**src/hdl/clb_pkg.sv**
```systemverilog
package clb_pkg;

    // ==========================================================
    // cycle status codes, also used as the request kind
    localparam logic [2:0] CS_IRQ_ACK = 3'h0;
    localparam logic [2:0] CS_IO_RD   = 3'h1;
    localparam logic [2:0] CS_IO_WR   = 3'h2;
    localparam logic [2:0] CS_HALT    = 3'h3;
    localparam logic [2:0] CS_FETCH   = 3'h4;
    localparam logic [2:0] CS_MEM_RD  = 3'h5;
    localparam logic [2:0] CS_MEM_WR  = 3'h6;
    localparam logic [2:0] CS_PASSIVE = 3'h7;

    // ==========================================================
    // segment codes as {upper bit 1, upper bit 0}
    localparam logic [1:0] SEG_ALT   = 2'h0;
    localparam logic [1:0] SEG_STACK = 2'h1;
    localparam logic [1:0] SEG_CODE  = 2'h2;
    localparam logic [1:0] SEG_DATA  = 2'h3;

    // ==========================================================
    // queue activity codes
    localparam logic [1:0] QS_NOP   = 2'h0;
    localparam logic [1:0] QS_FIRST = 2'h1;
    localparam logic [1:0] QS_EMPTY = 2'h2;
    localparam logic [1:0] QS_NEXT  = 2'h3;

    // ==========================================================
    // upper address/status field positions
    localparam int UAS_SEG_LSB = 0;
    localparam int UAS_IE_BIT  = 2;
    localparam int UAS_TOP_BIT = 3;

    // ==========================================================
    // counts and fixed values
    localparam logic [3:0]  RESET_SEQ_CYCLES = 4'hA;
    localparam int          RESET_MIN_CYCLES = 4;
    localparam int          NMI_MIN_CYCLES   = 2;
    localparam int          SYNC_STAGES      = 2;
    localparam logic [19:0] RESET_VECTOR     = 20'hFFFF0;
    localparam logic [7:0]  NMI_TYPE         = 8'h02;
    localparam logic [3:0]  IO_UPPER_ADDR    = 4'h0;

    // ==========================================================
    typedef enum logic [3:0] {
        ST_RST,
        ST_IDLE,
        ST_T1,
        ST_T2,
        ST_T3,
        ST_TW,
        ST_T4,
        ST_GRANT,
        ST_HOLD
    } clb_state_t;

endpackage

```
**src/hdl/clb_sync.sv**
```systemverilog
`timescale 1ns/1ps
module clb_sync #(
    parameter int W = 3
) (
    input  wire logic         clock_i, // core clock
    input  wire logic         rst_i,   // synchronous reset
    input  wire logic [W-1:0] async_i, // raw levels
    output logic      [W-1:0] sync_o   // synchronised levels
);
    logic [W-1:0] stage1_q;
    logic [W-1:0] stage2_q;

    // ==========================================================
    // two flops; the first is read only by the second
    always_ff @(posedge clock_i) begin
        if (rst_i) begin
            stage1_q <= '0;
            stage2_q <= '0;
        end else begin
            stage1_q <= async_i;
            stage2_q <= stage1_q;
        end
    end

    assign sync_o = stage2_q;
endmodule

```
**src/hdl/clb_bus_if.sv**
```systemverilog
// Operation
// - low byte carries address in T1, data in T2, T3, waits, T4
// - low byte and middle address float in interrupt ack and hold
// - middle address byte stays valid on its own lines except in interrupt ack and hold
// - upper bits: address in T1, zero for I/O, status afterwards
// - two status bits encode segment: alt, stack, code, data
// - active-low read and write strobes, floating during hold
// - ready sampled in T3 and waits, ignored in halt; low inserts wait states
// - maskable request is level, synchronised, sampled at instruction end
// - wait instruction idles while test input is high
// - non-maskable request is synchronised, type 2, needs two clocks
// - reset initialises at once; held at least four clocks
// - mode select high gives minimum mode, low gives maximum mode
// - maximum mode three-bit cycle status, floats during hold
// - cycle status goes passive in the state before T4
// - maximum mode request/grant lines carry request and grant
// - active-low lock output, floats during hold
// - two queue status outputs report queue activity
// - minimum mode space select low memory, high I/O, floats in hold
// - interrupt ack runs two back-to-back cycles, bus floating
// - minimum mode address latch pulse, never floated
// - transceiver direction and enable, floating during hold
// - minimum mode hold request answered by hold grant
// - bus cycle has T1 to T4 with waits between T3 and T4
// - after reset falls, ten clocks, then fetch from reset vector
`timescale 1ns/1ps
module clb_bus_if (
    input  wire logic        clock_i,                // core clock
    input  wire logic        rst_i,                  // synchronous reset
    input  wire logic        mode_select_i,          // 1 minimum, 0 maximum
    input  wire logic        req_valid_i,            // core bus request
    input  wire logic [2:0]  req_kind_i,             // cycle status code
    input  wire logic [19:0] req_addr_i,             // byte address
    input  wire logic [7:0]  req_wdata_i,            // write byte
    input  wire logic [1:0]  req_seg_i,              // segment code
    input  wire logic        lock_i,                 // core asks for lock
    input  wire logic        ie_flag_i,              // interrupt enable flag
    input  wire logic [1:0]  queue_op_i,             // queue activity
    input  wire logic        instr_last_i,           // last clock of instruction
    input  wire logic        wait_instr_i,           // wait instruction running
    input  wire logic        nmi_taken_i,            // core took the nmi
    output logic             req_ready_o,            // request taken
    output logic             rsp_valid_o,            // read data pulse
    output logic [7:0]       rsp_data_o,             // read byte
    output logic             boot_start_o,           // start fetch pulse
    output logic [19:0]      boot_addr_o,            // fetch start address
    output logic             maskable_irq_req_o,             // maskable request seen
    output logic             nmi_pending_o,          // nmi waiting
    output logic [7:0]       nmi_type_o,             // nmi vector type
    output logic             wait_idle_o,            // core must idle
    input  wire logic [7:0]  mux_addr_data_low_i,    // low byte pins in
    output logic [7:0]       mux_addr_data_low_o,    // low byte pins out
    output logic             mux_addr_data_low_oe_o, // low byte drive
    output logic [7:0]       addr_mid_byte_o,        // middle address
    output logic             addr_mid_byte_oe_o,     // middle drive
    output logic [3:0]       upper_addr_status_o,    // upper address/status
    output logic             upper_addr_status_oe_o, // upper drive
    output logic             rd_n_o,                 // read strobe
    output logic             rd_n_oe_o,              // read strobe drive
    output logic             wr_n_o,                 // write strobe
    output logic             wr_n_oe_o,              // write strobe drive
    output logic             irq_ack_n_o,            // ack read strobe
    output logic             irq_ack_n_oe_o,         // ack strobe drive
    output logic             ale_o,                  // address latch pulse
    output logic             space_sel_o,            // 1 I/O, 0 memory
    output logic             space_sel_oe_o,         // space select drive
    output logic             status_zero_min_o,      // status bit 0
    output logic             xcvr_direction_o,       // 1 transmit
    output logic             xcvr_direction_oe_o,    // direction drive
    output logic             xcvr_enable_n_o,        // transceiver enable
    output logic             xcvr_enable_n_oe_o,     // enable drive
    input  wire logic        hold_req_i,             // hold request
    output logic             hold_grant_o,           // hold granted
    input  wire logic        ready_i,                // addressed device ready
    input  wire logic        maskable_irq_i,         // maskable request
    input  wire logic        nmi_i,                  // non-maskable request
    input  wire logic        test_i,                 // test input
    output logic [2:0]       cycle_status_o,         // cycle status
    output logic             cycle_status_oe_o,      // cycle status drive
    output logic             lock_n_o,               // bus lock
    output logic             lock_n_oe_o,            // lock drive
    output logic [1:0]       queue_state_o,          // queue status
    input  wire logic        req_grant_0_i,          // request/grant 0 in
    output logic             req_grant_0_o,          // request/grant 0 out
    output logic             req_grant_0_oe_o,       // request/grant 0 drive
    input  wire logic        req_grant_1_i,          // request/grant 1 in
    output logic             req_grant_1_o,          // request/grant 1 out
    output logic             req_grant_1_oe_o        // request/grant 1 drive
);
    // ==========================================================
    // state
    clb_pkg::clb_state_t st_q;
    clb_pkg::clb_state_t st_d;
    logic [3:0]          cnt_q;
    logic [2:0]          kind_q;
    logic [19:0]         addr_q;
    logic [7:0]          wdata_q;
    logic [1:0]          seg_q;
    logic                ack2_q;
    logic                ie_q;
    logic                lockreq_q;
    logic [7:0]          rdata_q;
    logic                rsp_q;
    logic                boot_q;
    logic                rgsel_q;
    logic [1:0]          qs_q;
    logic                maskable_irq_q;
    logic                nmi_q;
    logic                nmi_s_q;
    logic [2:0]          sync_w;

    function automatic logic kind_reads(input logic [2:0] k);
        kind_reads = (k == clb_pkg::CS_IO_RD) || (k == clb_pkg::CS_MEM_RD)
                     || (k == clb_pkg::CS_FETCH);
    endfunction

    function automatic logic kind_writes(input logic [2:0] k);
        kind_writes = (k == clb_pkg::CS_IO_WR) || (k == clb_pkg::CS_MEM_WR);
    endfunction

    // ==========================================================
    // input synchronisers
    clb_sync #(
        .W (3)
    ) u_sync (
        .clock_i (clock_i),
        .rst_i   (rst_i),
        .async_i ({test_i, nmi_i, maskable_irq_i}),
        .sync_o  (sync_w)
    );

    // ==========================================================
    // decode
    wire min_mode  = mode_select_i;
    wire in_t1     = (st_q == clb_pkg::ST_T1);
    wire in_t2     = (st_q == clb_pkg::ST_T2);
    wire in_t3w    = (st_q == clb_pkg::ST_T3) || (st_q == clb_pkg::ST_TW);
    wire in_t4     = (st_q == clb_pkg::ST_T4);
    wire strobe_ph = in_t2 || in_t3w;
    wire data_ph   = strobe_ph || in_t4;
    wire active    = in_t1 || data_ph;
    wire floated   = (st_q == clb_pkg::ST_HOLD) || (st_q == clb_pkg::ST_GRANT);
    wire is_rd     = kind_reads(kind_q);
    wire is_wr     = kind_writes(kind_q);
    wire is_io     = (kind_q == clb_pkg::CS_IO_RD) || (kind_q == clb_pkg::CS_IO_WR);
    wire is_ack    = (kind_q == clb_pkg::CS_IRQ_ACK);
    wire is_halt   = (kind_q == clb_pkg::CS_HALT);
    wire cyc_done  = in_t3w && (is_halt || ready_i);
    wire ack_first = active && is_ack && !ack2_q;
    wire rq0       = !req_grant_0_i;
    wire rq1       = !req_grant_1_i;
    wire hold_ask  = min_mode ? hold_req_i : (rq0 || rq1);
    wire bus_free  = (st_q == clb_pkg::ST_IDLE) || in_t4;
    wire no_yield  = lockreq_q || (in_t4 && is_ack && !ack2_q);
    wire take_hold = bus_free && hold_ask && !no_yield;
    wire next_ack2 = in_t4 && is_ack && !ack2_q;
    wire accept    = bus_free && !take_hold && !next_ack2 && req_valid_i;
    wire rel_rg    = rgsel_q ? rq1 : rq0;
    wire nmi_rise  = sync_w[1] && !nmi_s_q;

    // ==========================================================
    // next state
    always_comb begin
        st_d = st_q;
        case (st_q)
            clb_pkg::ST_RST: begin
                if (cnt_q == clb_pkg::RESET_SEQ_CYCLES - 4'h1) begin
                    st_d = clb_pkg::ST_IDLE;
                end
            end
            clb_pkg::ST_IDLE, clb_pkg::ST_T4: begin
                if (next_ack2 || accept) begin
                    st_d = clb_pkg::ST_T1;
                end else if (take_hold) begin
                    st_d = min_mode ? clb_pkg::ST_HOLD : clb_pkg::ST_GRANT;
                end else begin
                    st_d = clb_pkg::ST_IDLE;
                end
            end
            clb_pkg::ST_T1: st_d = clb_pkg::ST_T2;
            clb_pkg::ST_T2: st_d = clb_pkg::ST_T3;
            clb_pkg::ST_T3, clb_pkg::ST_TW: begin
                st_d = cyc_done ? clb_pkg::ST_T4 : clb_pkg::ST_TW;
            end
            clb_pkg::ST_GRANT: st_d = clb_pkg::ST_HOLD;
            clb_pkg::ST_HOLD: begin
                if (min_mode ? !hold_req_i : rel_rg) begin
                    st_d = clb_pkg::ST_IDLE;
                end
            end
            default: st_d = clb_pkg::ST_RST;
        endcase
    end

    // ==========================================================
    // registers, all static flip-flops
    always_ff @(posedge clock_i) begin
        if (rst_i) begin
            st_q <= clb_pkg::ST_RST;
            cnt_q <= 4'h0;
            boot_q <= 1'b0;
        end else begin
            st_q <= st_d;
            cnt_q <= (st_q == clb_pkg::ST_RST) ? cnt_q + 4'h1 : 4'h0;
            boot_q <= (st_q == clb_pkg::ST_RST) && (st_d == clb_pkg::ST_IDLE);
        end
    end

    always_ff @(posedge clock_i) begin
        if (rst_i) begin
            kind_q <= clb_pkg::CS_PASSIVE;
            addr_q <= 20'h00000;
            wdata_q <= 8'h00;
            seg_q <= clb_pkg::SEG_CODE;
            ack2_q <= 1'b0;
        end else if (accept) begin
            kind_q <= req_kind_i;
            addr_q <= (req_kind_i == clb_pkg::CS_IRQ_ACK) ? 20'h00000 : req_addr_i;
            wdata_q <= req_wdata_i;
            seg_q <= req_seg_i;
            ack2_q <= 1'b0;
        end else if (next_ack2) begin
            ack2_q <= 1'b1;
        end
    end

    always_ff @(posedge clock_i) begin
        if (rst_i) begin
            ie_q <= 1'b0;
            lockreq_q <= 1'b0;
            qs_q <= clb_pkg::QS_NOP;
            rgsel_q <= 1'b0;
        end else begin
            ie_q <= ie_flag_i;
            lockreq_q <= lock_i;
            qs_q <= queue_op_i;
            if (take_hold && !min_mode) begin
                rgsel_q <= !rq0;
            end
        end
    end

    always_ff @(posedge clock_i) begin
        if (rst_i) begin
            rdata_q <= 8'h00;
            rsp_q <= 1'b0;
        end else begin
            rsp_q <= cyc_done && (is_rd || (is_ack && ack2_q));
            if (cyc_done && (is_rd || is_ack)) begin
                rdata_q <= mux_addr_data_low_i;
            end
        end
    end

    always_ff @(posedge clock_i) begin
        if (rst_i) begin
            maskable_irq_q <= 1'b0;
            nmi_q <= 1'b0;
            nmi_s_q <= 1'b0;
        end else begin
            nmi_s_q <= sync_w[1];
            nmi_q <= nmi_rise || (nmi_q && !nmi_taken_i);
            if (instr_last_i) begin
                maskable_irq_q <= sync_w[0] && ie_flag_i;
            end else if (accept && req_kind_i == clb_pkg::CS_IRQ_ACK) begin
                maskable_irq_q <= 1'b0;
            end
        end
    end

    // ==========================================================
    // core side outputs
    assign req_ready_o   = accept;
    assign rsp_valid_o   = rsp_q;
    assign rsp_data_o    = rdata_q;
    assign boot_start_o  = boot_q;
    assign boot_addr_o   = clb_pkg::RESET_VECTOR;
    assign maskable_irq_req_o    = maskable_irq_q;
    assign nmi_pending_o = nmi_q;
    assign nmi_type_o    = clb_pkg::NMI_TYPE;
    assign wait_idle_o   = wait_instr_i && sync_w[2];

    // ==========================================================
    // address and data pins
    wire ack_cyc = active && is_ack;
    assign mux_addr_data_low_o    = in_t1 ? addr_q[7:0] : wdata_q;
    assign mux_addr_data_low_oe_o = !floated && !ack_cyc
                                    && (in_t1 || (data_ph && is_wr));
    assign addr_mid_byte_o        = addr_q[15:8];
    assign addr_mid_byte_oe_o     = !floated && !ack_cyc;
    wire [3:0] uas_stat = {1'b0, ie_q, seg_q};
    assign upper_addr_status_o    = in_t1 ? (is_io ? clb_pkg::IO_UPPER_ADDR
                                    : addr_q[19:16]) : uas_stat;
    assign upper_addr_status_oe_o = !floated;

    // ==========================================================
    // minimum mode control pins; read strobe driven in both modes
    assign rd_n_o              = !(strobe_ph && is_rd);
    assign rd_n_oe_o           = !floated;
    assign wr_n_o              = !(data_ph && is_wr);
    assign wr_n_oe_o           = min_mode && !floated;
    assign irq_ack_n_o         = !(strobe_ph && is_ack);
    assign irq_ack_n_oe_o      = min_mode && !floated;
    assign ale_o               = min_mode && in_t1;
    assign space_sel_o         = is_io || is_ack;
    assign space_sel_oe_o      = min_mode && !floated;
    assign status_zero_min_o   = cycle_status_o[0];
    assign xcvr_direction_o    = is_wr;
    assign xcvr_direction_oe_o = min_mode && !floated;
    assign xcvr_enable_n_o     = !((strobe_ph && (is_rd || is_ack))
                                   || (data_ph && is_wr));
    assign xcvr_enable_n_oe_o  = min_mode && !floated;
    assign hold_grant_o        = min_mode && (st_q == clb_pkg::ST_HOLD);

    // ==========================================================
    // maximum mode pins; queue status driven in both modes
    wire cs_live = in_t1 || in_t2 || (in_t3w && !cyc_done);
    assign cycle_status_o    = cs_live ? kind_q : clb_pkg::CS_PASSIVE;
    assign cycle_status_oe_o = !min_mode && !floated;
    wire lock_on = lockreq_q || (ack_first && !in_t1)
                   || (in_t1 && is_ack && ack2_q);
    assign lock_n_o         = !lock_on;
    assign lock_n_oe_o      = !min_mode && !floated;
    assign queue_state_o    = qs_q;
    wire grant_now = (st_q == clb_pkg::ST_GRANT);
    assign req_grant_0_o    = 1'b0;
    assign req_grant_0_oe_o = grant_now && !rgsel_q;
    assign req_grant_1_o    = 1'b0;
    assign req_grant_1_oe_o = grant_now && rgsel_q;
endmodule

```
**config.mk**
```make
export PLATFORM = sky130hd
export DESIGN_NAME = clb_bus_if
export DESIGN_NICKNAME = d
export VERILOG_FILES = /design/src/hdl/clb_pkg.sv /design/src/hdl/clb_sync.sv /design/src/hdl/clb_bus_if.sv
export SDC_FILE = /design/constraint.sdc
export NUM_CORES = 1
export LEC_CHECK = 0
export ABC_AREA = 1
export BUFFER_PORTS_ARGS = -buffer_cell sky130_fd_sc_hd__buf_2
export CAP_MARGIN = 20
export CORE_MARGIN = 1
export CORE_UTILIZATION = 50
export DETAILED_ROUTE_END_ITERATION = 7
export GPL_ROUTABILITY_DRIVEN = 0
export HOLD_SLACK_MARGIN = 0.08
export PLACE_DENSITY = 0.92
export SLEW_MARGIN = 10
export SYNTH_ARGS = -nofsm -noshare
export SYNTH_HDL_FRONTEND = slang
export SYNTH_SLANG_ARGS = --single-unit
```
**constraint.sdc**
```tcl
create_clock -name clock_i -period 4.4 [get_ports clock_i]
set_input_delay 0.22 -clock clock_i [delete_from_list [all_inputs] [get_ports clock_i]]
set_output_delay 0.22 -clock clock_i [all_outputs]
set_load 0.01 [all_outputs]
```
==> metrics list <==
- Grouping stages by cell kind, the critical path spends the most delay in simple AND/OR/NAND/NOR gates.
* Die width: 82.38 um
- Nets: 622
- Total clock buffers created by CTS: 9
- Category of the critical setup timing path: reg -> out
* Hold Fails Final Rpt: 0
* Crit path time final: 2.120 ns
* Period Utilization, post-route: 0.4818
- R2R setup slack: 2.40 ns
* Worst slew slack as a fraction of its limit: 0.4973
- Count of cells along the worst hold path: 3
- The number of placed instances, taps included, is 613.
- The Yosys step of the flow raised 0 warnings.
- Max-cap violations in this run came to 0.
* Finish-stage setup viols: 0
- CTS saw 66 sinks.
* Worst hold slack: 0.08851 ns
* Sum of negative setup slack: 0 ns
* Critical Path Fanout Max: 4
* Most frequent cells in the layout: sky130_fd_sc_hd__nand2_1, sky130_fd_sc_hd__buf_2, sky130_fd_sc_hd__dfxtp_1, sky130_fd_sc_hd__nor2_1, sky130_fd_sc_hd__inv_1
* Footprint of the multi-input gates: 0.001440 mm^2
- The path with the worst hold slack has its endpoint at lockreq_q.
* Data arrival, critical path: 1.90 ns
- Total Power: 1.218 mW
* Leakage: 2.130 nW
* Count of buffering cells on the critical path with inverters included: 2
* Number of cells in the finished layout apart from fillers: 641
- In this run the mean area of a mapped cell was 7.195 um^2.
- Counting flops with a built-in enable in the synthesized netlist gives 0.
* Worst Min Path Start: lock_i
* Number of setup buffers added after CTS: 0
- FF/Latch Area: 0.001321 mm^2
- RSZ-0062 raised after global routing: no
* Biggest cell delay along the critical path: 0.43 ns
- Synthesis-to-finish area growth: 21.73%
- The number of global-route vias before repair was 2956.
* Area of the mapped netlist: 0.003231 mm^2
- For this configuration, the core starts out at a cell density of 0.5330.
- In this run, the number of DRC markers left after iteration 0 of detailed routing was 184.
- Synthesized instance count: 449
- Drc violations: 0
- Clock tree synthesis selected as its root buffer the cell sky130_fd_sc_hd__clkbuf_8.
- H-tree level count: 3
* Global-route wire length before repair: 12490 um
- Post-DP HPWL: 5701 um
- Count of fill cells added during filler insertion: 508
* Chip height: 82.38 um
- Entering global routing, the biggest net connects 30 pins.
* CP Launch Type: register
- The max-slew violation count is 0.
- The clock passes through at most 2 buffers.
* Power Density: 309.7 mW/mm^2
* Register area share after synthesis: 0.4090
* Most frequent CP cell: sky130_fd_sc_hd__nand2_1
- For this run, the share of the core covered by cells in the final layout is 0.6488.
- Timing would allow up to 471.7 MHz.
- Maximum vdd drop: 241.2 uV
- In the final routed layout, each cell accounts on average for 12.67 um.
- IO buf count: 120
* Remaining global-route overflow: 0
- Worst path slowest cell: sky130_fd_sc_hd__dfxtp_1
- TritonRoute pass-1 iters: 6
- On the final layout, the worst clock skew is 0.007476 ns.
- The run finished with clean final reports.
* Main flop type after synthesis: sky130_fd_sc_hd__dfxtp_1
* Detail Route Antenna Nets: 0
- The initial antenna violation count came to 0.
- Antenna diode instance count: 0
- In the synthesized netlist the async set-or-reset flop fraction comes to 0.
* Distinct cell type count after synthesis: 30
- Via count of the routed design: 3238
* Total Die Area: 0.006786 mm^2
- Launch point of the worst reg-to-reg path: kind_q[0]
* GRT Util Overall: 0.2468
* Most frequent standard cell in the layout excluding fill and tap cells: sky130_fd_sc_hd__nand2_1
* Setup crit end kind: primary output
* Mean number of vias per cell: 5.051
- Clock-pin slew was measured on the worst setup and hold paths at 0.07 ns.
- Slew at the pin closest to its max-slew limit: 0.7522 ns
* Reg-to-Reg End: wdata_q[6]
- TritonCTS built the clock tree.
* Worst hold-check path type: in -> reg
- Ordered cell list for the critical path: nor2_2 -> nand2_1 -> nand2_1 -> inv_1 -> nand2_1 -> o21ai_0 -> nand2_1 -> nor2_1 -> buf_2
- During I/O placement, the number of pins put on the boundary was 151.
- Data on the critical path is required at its endpoint by 4.18 ns.
- The number of cells on the worst reg-to-reg path is 9.
- The final layout contains routed wiring with a total length of 8121 um.
- Number of placement rows: 28
* Total of flip-flops plus latches after synthesis: 66
* Share of layout cells above drive strength 1: 0.2915
- The later pin in the worst-skew pair is clocked with a latency of 0.34 ns.
- The region available for standard cell placement spans 0.006061 mm^2.
[timing repair]
action	4_1_cts	5_1_grt
hold buffers	10	2
endpoints found under the hold margin	10	2
resized for setup	0	0
[layout make-up]
type,count,share of cell area
well taps,75,0.02386
repair buffers,133,0.1852
clock inverters,5,0.01368
inverters,41,0.03913
flip-flops and latches,66,0.3360
clock buffers,11,0.03595
multi-input cells,310,0.3662
[metal layers]
metal  GRT usage  routed length, um  up-vias  share of wire
li1            -                  -     1566              -
met1      0.2732               3119     1452           0.38
met2      0.4182               4066      177           0.50
met3     0.07033                592       43          0.073
met4      0.1491                343        0          0.042
met5           0                  0        -              0
[sequential cells by signal (all words and copies together), names as in the netlist]
register,cells
nmi_pending_o,1
u_sync.stage1_q,3
ack2_q,1
u_sync.sync_o,3
lockreq_q,1
rsp_data_o,8
rgsel_q,1
nmi_s_q,1
seg_q,2
queue_state_o,2
ie_q,1
addr_q,20
rsp_valid_o,1
kind_q,3
st_q,4
cnt_q,4
boot_start_o,1
wdata_q,8
maskable_irq_req_o,1
[cell usage after synthesis, types with 2 or more instances]
master / instances / area (um^2)
sky130_fd_sc_hd__nand2_1: 134 / 503.0
sky130_fd_sc_hd__nand2_4: 2 / 22.52
sky130_fd_sc_hd__nor2_1: 39 / 146.4
sky130_fd_sc_hd__buf_4: 45 / 337.8
sky130_fd_sc_hd__nand4_1: 23 / 143.9
sky130_fd_sc_hd__nor3_1: 2 / 10.01
sky130_fd_sc_hd__clkbuf_1: 7 / 26.28
sky130_fd_sc_hd__o21ai_0: 9 / 45.04
sky130_fd_sc_hd__inv_1: 35 / 131.4
sky130_fd_sc_hd__a21oi_1: 17 / 85.08
sky130_fd_sc_hd__nand2_2: 12 / 75.07
sky130_fd_sc_hd__dfxtp_1: 66 / 1321
sky130_fd_sc_hd__buf_2: 6 / 30.03
sky130_fd_sc_hd__nand3_1: 25 / 125.1
sky130_fd_sc_hd__nor2_2: 4 / 25.02
sky130_fd_sc_hd__conb_1: 2 / 7.510
sky130_fd_sc_hd__inv_2: 5 / 18.77
sky130_fd_sc_hd__nor2_4: 3 / 33.78
sky130_fd_sc_hd__ha_1: 2 / 25.02
[worst max-delay path by stage]
stage | start | depth (start not counted) | slack (ns) | end
6_report | st_q[3] | 9 | 2.28 | mux_addr_data_low_oe_o
5_1_grt | st_q[3] | 9 | 2.21 | mux_addr_data_low_oe_o
4_1_cts | st_q[3] | 9 | 2.32 | mux_addr_data_low_oe_o
3_5_place_dp | rst_i | 5 | 2.22 | cnt_q[3]
3_3_place_gp | rst_i | 5 | 2.29 | cnt_q[3]
2_1_floorplan | st_q[2] | 7 | 2.73 | space_sel_oe_o
[kinds of logic after synthesis]
| logic type | count (synthesis) | synth area share |
|---|---|---|
| other | 2 | 0.002325 |
| and+or+nand+nor | 248 | 0.3528 |
| buffers and inverters | 101 | 0.1778 |
| xor gates and xnor gates | 1 | 0.002712 |
| AOI/OAI and AO/OA | 29 | 0.04764 |
| DFF | 66 | 0.4090 |
| adders and majority gates | 2 | 0.007745 |
[tightest hold or removal path, stage by stage]
cell and delay [ns]:
sky130_fd_sc_hd__buf_2 0.08, sky130_fd_sc_hd__inv_1 0.03, sky130_fd_sc_hd__nor2_1 0.06
[report_power, final]
part	internal [mW]	switching (mW)	leakage, nW
Clock	0.275	0.229	0.103
Sequential	0.606	0.00492	0.535
Combinational	0.0406	0.0618	1.49
[per-stage QoR]
step | instance area [um^2] | setup WS [ns]
final | 3933 | 2.280
after global routing | 3933 | 2.207
after CTS | 3913 | 2.316
after detailed placement | 3617 | 2.223
after global placement | 3617 | 2.293
after floorplan | 3336 | 2.732
No activity file was read; power rests on OpenSTA's default activity.
